`src/logic/pbab_pkg.sv`:
```
// package of types and constants for the peripheral bus access bridge
package pbab_pkg;

  // ----------------------------------------------------------------------
  // access cost constants
  // ----------------------------------------------------------------------
  localparam logic [1:0] PBAB_SYS_ACCESS_CYCLES = 2'h3; // system core clocks
  localparam logic [1:0] PBAB_MAIN_BUS_CYCLES   = 2'h1; // the acceptance cycle
  localparam logic [2:0] PBAB_PBUS_FIRST_SYNC   = 3'h2; // buses 2..6 sync
  localparam logic [2:0] PBAB_PBUS_LAST         = 3'h6;
  localparam int         PBAB_PBUS_COUNT        = 6;
  localparam logic [1:0] PBAB_CNT_RESET         = 2'h0;
  localparam logic [31:0] PBAB_DATA_RESET       = 32'h0000_0000;

  // ----------------------------------------------------------------------
  // types
  // ----------------------------------------------------------------------
  // class of the register behind an address, from the address decoder
  typedef enum logic [1:0] {
    PBAB_TGT_SYS,   // system control registers
    PBAB_TGT_PBUS,  // peripheral bus 1..6
    PBAB_TGT_EXT,   // external bus control unit registers
    PBAB_TGT_BERR   // bus error related registers
  } pbab_tgt_t;

  typedef enum {
    PBAB_ST_IDLE,
    PBAB_ST_SYNC,
    PBAB_ST_PACC,
    PBAB_ST_SYS
  } pbab_state_t;

  typedef struct packed {
    logic [31:0] addr;
    logic [31:0] wdata;
    logic [3:0]  be;
    logic        write;
    pbab_tgt_t   tgt;
    logic [2:0]  pbus;   // peripheral bus number 1..6
  } pbab_req_t;

  localparam pbab_req_t PBAB_REQ_RESET = '0;

endpackage

```
`src/logic/pbab_bridge.sv`:
```
// main bus to peripheral bus access bridge with clock synchronisation
`timescale 1ns/10ps
`default_nettype none

module pbab_bridge (
  input  wire logic                 clock,
  input  wire logic                 rst_n,
  input  wire logic                 clk_en,
  // main bus side
  input  wire logic                 mb_req_valid,
  input  wire pbab_pkg::pbab_req_t  mb_req,
  input  wire logic                 mb_contend,
  output logic                      mb_busy_q,
  output logic                      mb_done_q,
  output logic [31:0]               mb_rdata_q,
  // clock ratio and slow clock edges
  input  wire logic                 sys_ge_per,
  input  wire logic                 per_tick,
  input  wire logic                 ext_tick,
  // peripheral bus side
  output logic                      pb_valid_q,
  output pbab_pkg::pbab_req_t       pb_req_q,
  output logic [5:0]                pb_sel_q,
  output logic                      ext_sel_q,
  input  wire logic                 pb_ack,
  input  wire logic [31:0]          pb_rdata,
  // system control register side
  output logic                      sys_valid_q,
  input  wire logic [31:0]          sys_rdata
);

  // ----------------------------------------------------------------------
  // state
  // ----------------------------------------------------------------------
  pbab_pkg::pbab_state_t st_q, st_d;
  pbab_pkg::pbab_req_t   req_d;
  logic [1:0]            cnt_q, cnt_d;
  logic                  busy_d, done_d, pbv_d, sysv_d, ext_d;
  logic [31:0]           rdata_d;
  logic [5:0]            sel_d;
  logic                  acc, sync_go, needs_sync;

  // a request is taken only while idle, quiet and not on the done beat
  assign acc = mb_req_valid && !mb_contend && !mb_done_q &&
               (st_q == pbab_pkg::PBAB_ST_IDLE);

  // bus error registers and bus 1 skip synchronisation
  assign needs_sync =
    (mb_req.tgt == pbab_pkg::PBAB_TGT_EXT) ||
    ((mb_req.tgt == pbab_pkg::PBAB_TGT_PBUS) &&
     (mb_req.pbus >= pbab_pkg::PBAB_PBUS_FIRST_SYNC));

  // sync ends on the next slow edge; with a slower core clock the peripheral buses need no wait
  always_comb begin
    if (pb_req_q.tgt == pbab_pkg::PBAB_TGT_EXT) begin
      sync_go = ext_tick;
    end else if (sys_ge_per) begin
      sync_go = per_tick;
    end else begin
      sync_go = 1'b1;
    end
  end

  // ----------------------------------------------------------------------
  // next state
  // ----------------------------------------------------------------------
  always_comb begin
    st_d    = st_q;
    cnt_d   = cnt_q;
    req_d   = pb_req_q;
    busy_d  = mb_busy_q;
    done_d  = 1'b0;
    rdata_d = mb_rdata_q;
    pbv_d   = pb_valid_q;
    sysv_d  = 1'b0;
    case (st_q)
      pbab_pkg::PBAB_ST_IDLE: begin
        if (acc) begin
          req_d  = mb_req;
          busy_d = 1'b1;
          if (mb_req.tgt == pbab_pkg::PBAB_TGT_SYS) begin
            st_d   = pbab_pkg::PBAB_ST_SYS;
            cnt_d  = pbab_pkg::PBAB_MAIN_BUS_CYCLES;
            sysv_d = 1'b1;
          end else if (needs_sync) begin
            st_d = pbab_pkg::PBAB_ST_SYNC;
          end else begin
            st_d  = pbab_pkg::PBAB_ST_PACC;
            pbv_d = 1'b1;
          end
        end
      end
      pbab_pkg::PBAB_ST_SYNC: begin
        if (sync_go) begin
          st_d  = pbab_pkg::PBAB_ST_PACC;
          pbv_d = 1'b1;
        end
      end
      pbab_pkg::PBAB_ST_PACC: begin
        // length set by the addressed register, not by this bridge
        if (pb_ack) begin
          st_d    = pbab_pkg::PBAB_ST_IDLE;
          pbv_d   = 1'b0;
          busy_d  = 1'b0;
          done_d  = 1'b1;
          rdata_d = pb_req_q.write ? pbab_pkg::PBAB_DATA_RESET : pb_rdata;
        end
      end
      pbab_pkg::PBAB_ST_SYS: begin
        // fixed cost whatever the peripheral clock ratio
        if (cnt_q == pbab_pkg::PBAB_SYS_ACCESS_CYCLES - 2'h1) begin
          st_d    = pbab_pkg::PBAB_ST_IDLE;
          cnt_d   = pbab_pkg::PBAB_CNT_RESET;
          busy_d  = 1'b0;
          done_d  = 1'b1;
          rdata_d = pb_req_q.write ? pbab_pkg::PBAB_DATA_RESET : sys_rdata;
        end else begin
          cnt_d = cnt_q + 2'h1;
        end
      end
      default: begin
        st_d = pbab_pkg::PBAB_ST_IDLE;
      end
    endcase
  end

  // one select line per peripheral bus, plus the external unit
  genvar gi;
  generate
    for (gi = 0; gi < pbab_pkg::PBAB_PBUS_COUNT; gi++) begin : g_sel
      assign sel_d[gi] = pbv_d &&
                         (req_d.tgt == pbab_pkg::PBAB_TGT_PBUS) &&
                         (req_d.pbus == 3'(gi + 1));
    end
  endgenerate
  assign ext_d = pbv_d && ((req_d.tgt == pbab_pkg::PBAB_TGT_EXT) ||
                           (req_d.tgt == pbab_pkg::PBAB_TGT_BERR));

  // ----------------------------------------------------------------------
  // registers; clock enable low freezes everything
  // ----------------------------------------------------------------------
  always_ff @(posedge clock or negedge rst_n) begin
    if (!rst_n) begin
      st_q        <= pbab_pkg::PBAB_ST_IDLE;
      cnt_q       <= pbab_pkg::PBAB_CNT_RESET;
      pb_req_q    <= pbab_pkg::PBAB_REQ_RESET;
      mb_busy_q   <= 1'b0;
      mb_done_q   <= 1'b0;
      mb_rdata_q  <= pbab_pkg::PBAB_DATA_RESET;
      pb_valid_q  <= 1'b0;
      pb_sel_q    <= 6'h00;
      ext_sel_q   <= 1'b0;
      sys_valid_q <= 1'b0;
    end else if (clk_en) begin
      st_q        <= st_d;
      cnt_q       <= cnt_d;
      pb_req_q    <= req_d;
      mb_busy_q   <= busy_d;
      mb_done_q   <= done_d;
      mb_rdata_q  <= rdata_d;
      pb_valid_q  <= pbv_d;
      pb_sel_q    <= sel_d;
      ext_sel_q   <= ext_d;
      sys_valid_q <= sysv_d;
    end
  end

  logic acc_sys, acc_b1;
  assign acc_sys = acc && clk_en &&
                   (mb_req.tgt == pbab_pkg::PBAB_TGT_SYS);
  assign acc_b1  = acc && clk_en &&
                   (mb_req.tgt == pbab_pkg::PBAB_TGT_PBUS) &&
                   (mb_req.pbus == 3'h1);
endmodule

`default_nettype wire

```
`config.mk`:
```
export PLATFORM = sky130hd
export DESIGN_NAME = pbab_bridge
export DESIGN_NICKNAME = d
export VERILOG_FILES = /design/src/logic/pbab_pkg.sv /design/src/logic/pbab_bridge.sv
export SDC_FILE = /design/constraint.sdc
export NUM_CORES = 1
export LEC_CHECK = 0
export BUFFER_PORTS_ARGS = -buffer_cell sky130_fd_sc_hd__buf_4
export CORE_ASPECT_RATIO = 1.4
export CORE_MARGIN = 3
export CORE_UTILIZATION = 46
export DETAILED_ROUTE_END_ITERATION = 10
export GPL_TIMING_DRIVEN = 0
export PLACE_DENSITY = 0.79
export SLEW_MARGIN = 20
export SYNTH_ARGS = -nofsm -noshare
export SYNTH_HDL_FRONTEND = slang
export SYNTH_SLANG_ARGS = --single-unit
```
`constraint.sdc`:
```
create_clock -name clock -period 2.2 [get_ports clock]
set_input_delay 0.22 -clock clock [delete_from_list [all_inputs] [get_ports clock]]
set_output_delay 0.22 -clock clock [all_outputs]
set_load 0.03 [all_outputs]
```
==> flow_summary.yaml <==
yosys:
  synth_top_area_frac: 0.573
  synth_cell_types: 43
  synth.cell_area_mm2: 0.00528
  async_reset_ff_frac: 1.00
  synth_edf_count: 0
  syn_inst: 402
  synth_top_flop_cell: "dfrtp_1"
  synth.top_cells.by_area: "dfrtp_1, mux2_2, mux2i_1, o31ai_1, nand2_1"
  ys_top_cells_by_count: "dfrtp_1, mux2_2, mux2i_1, nand2_1, o31ai_1"
  syn-num-nets: 549
  synth_seq_area_share: 0.573
  ys_warn_count: 0
  yosys.cell_count.top_type: "dfrtp_1"
  ys_ff_latch: 121
  synth_area_per_cell_um2: 13.1
  yosysTopAreaCell: "dfrtp_1"
run:
  drv_cap: 0
critical_path:
  crit_type: "reg -> reg"
  path_max_fanout: 10
  critPathCaptureType: "flop"
  worstSetupStartpointType: "flop"
  critPathArrivalTime_ps: 2130
  cp.required_ps: 2460
placement:
  place_congestion: 0.830
  pre_cts_ws_ps: 335
  dp_hpwl_um: 11700
  post_dp_cell_area_mm2: 0.00745
  placement.io_buffers: 261
  dp.cells: 805
global_route:
  antenna_found_initial: 0
  busiest_layer: "met2"
  use_met3: 0.0859
  grtUsageTotal: 0.238
  first_global_vias: 4625
  overflow: 0
  met1_usage: 0.243
  grt_max_degree: 62
  grt_pass1_wl_um: 23100
  grt_util_met2: 0.419
sta:
  maxSlewViolCount: 0
  holdWs_ps: 23.0
  rsz0062_at_grt: "false"
  finalHoldViolations: 0
  worstMarginPinSlew_ps: 564
  finalCriticalPeriod_ps: 1870
  fin_setup_tns_ps: 0
  clock.fmax_ghz: 0.536
  clock_skew_ps: 12.5
  setup_ws_ps: 334
  slew_headroom: 0.624
  fin_crit_sh: 0.848
  finalSetupViolCount: 0
routing:
  ant_nets: 0
  drtIter0Drc: 156
  via_per_inst: 5.22
  firstDrtPassIters: 4
  wl_um: 15200
  post_drt_wl_per_cell_um: 18.1
  vias: 4373
  drc: 0
floorplan:
  die_w_um: 96.6
  dieArea_mm2: 0.0128
  initial_core_util: 0.479
  core-area_mm2: 0.0110
  ios: 264
  fp.dieH_um: 133
  num_rows: 45
clock_tree:
  post_cts_resized: 0
  cts_htree_levels: 4
  clkTransAtPathRegs_ps: 50
  cts_setup_buffers: 0
  clock_path_buffers: 2
  cts_buffers: 17
  cts_tree: "built"
  cts_sinks: 121
  clk_latency_ps: 420
  cts_root_buf: "clkbuf_16"
power:
  p_total_mw: 12.9
  leakage_nw: 4.14
  power.ir.vdd_worst_mv: 0.914
  powerDensity_mw_per_mm2: 1600
final_layout:
  instances_no_fill: 837
  final_area_mm2: 0.00808
  layout-drive-gt1-share: 0.556
  finalCoreUtilization: 0.733
  nets: 831
  area_growth_pct: 53.1
  diodes: 0
status:
  status: "finished, final reports clean"
worst_hold_path:
  min_path_type: "in -> reg"
repair_timing:
| item | CTS | global route |
|---|---|---|
| setup endpoints to repair | 0 | 0 |
| hold endpoints to repair | 60 | 0 |
| hold buffers | 1 | 0 |
cells by family (layout without fill, tap and decap cells):
family | after synthesis | in the layout | share of synthesized area
flops | 121 | 121 | 0.573
mux | 115 | 115 | 0.235
buf+inv | 36 | 330 | 0.0381
simple gates | 68 | 68 | 0.0647
compound gates | 62 | 62 | 0.0884
state kept, by name, indices dropped and copies added (netlist names):
name         cells
cnt_q            2
ext_sel_q        1
mb_busy_q        1
mb_done_q        1
mb_rdata_q      32
pb_req_q        74
pb_sel_q         6
pb_valid_q       1
st_q             2
sys_valid_q      1
worst paths after layout:
kind | slack, ps | to | depth (start not counted) | startpoint
hold / removal | 20 | pb_req_q[70] | 2 | mb_req[70]
setup reg to reg | 330 | mb_rdata_q[17] | 5 | st_q[0]
max in group asynchronous | 1160 | pb_req_q[23] | 3 | rst_n
hold reg to reg | 480 | mb_rdata_q[0] | 2 | mb_rdata_q[0]
setup / recovery | 330 | mb_rdata_q[17] | 5 | st_q[0]
min in group asynchronous | 360 | mb_rdata_q[27] | 2 | rst_n
power breakdown:
group / internal [mW] / leakage [nW] / switching (mW) / total, mW
registers: 3.28 / 1.50 / 0.671 / 3.95
logic: 2.46 / 2.35 / 3.61 / 6.07
clock network: 1.89 / 0.284 / 1.03 / 2.92
critical path: stages (launching register included):
cell and delay [ps]:
dfrtp_1 400, buf_2 190, and3b_1 210, o211ai_1 270, clkbuf_1 470, o31ai_1 180
layer usage:
metal / share of wire / vias to the layer above
li1: - / 2017
met1: 0.34 / 2085
met2: 0.53 / 236
met3: 0.099 / 35
met4: 0.033 / 0
met5: 0 / -
cell type report:
| type | instances | area [um^2] |
|---|---|---|
| sequential | 121 | 3030 |
| fill | 762 | 2950 |
| multi-input combinational | 245 | 2050 |
| timing repair buffer | 263 | 2000 |
| clock buffer | 17 | 425 |
| clock inverter | 14 | 200 |
| tap | 141 | 176 |
| buffer | 27 | 168 |
| inverter | 9 | 33.8 |
layout by cell type (no fill, tap or decap), types with 2 or more instances in the layout:
cell type / n
a21oi_1: 3
and3_1: 2
buf_1: 2
buf_2: 8
buf_4: 265
buf_6: 6
bufinv_16: 4
clkbuf_1: 7
clkbuf_16: 17
clkinv_4: 3
clkinvlp_4: 6
dfrtp_1: 121
inv_1: 9
mux2_1: 5
mux2_2: 69
mux2i_1: 41
nand2_1: 35
nand2_2: 2
nand3_1: 2
nand3b_1: 2
nor2_1: 6
nor2b_1: 5
nor3_1: 4
nor3b_1: 2
o211ai_1: 2
o21ai_0: 7
o2bb2ai_1: 3
o31ai_1: 34
o32ai_1: 3
Note: power is estimated with default switching activity, not from simulation.
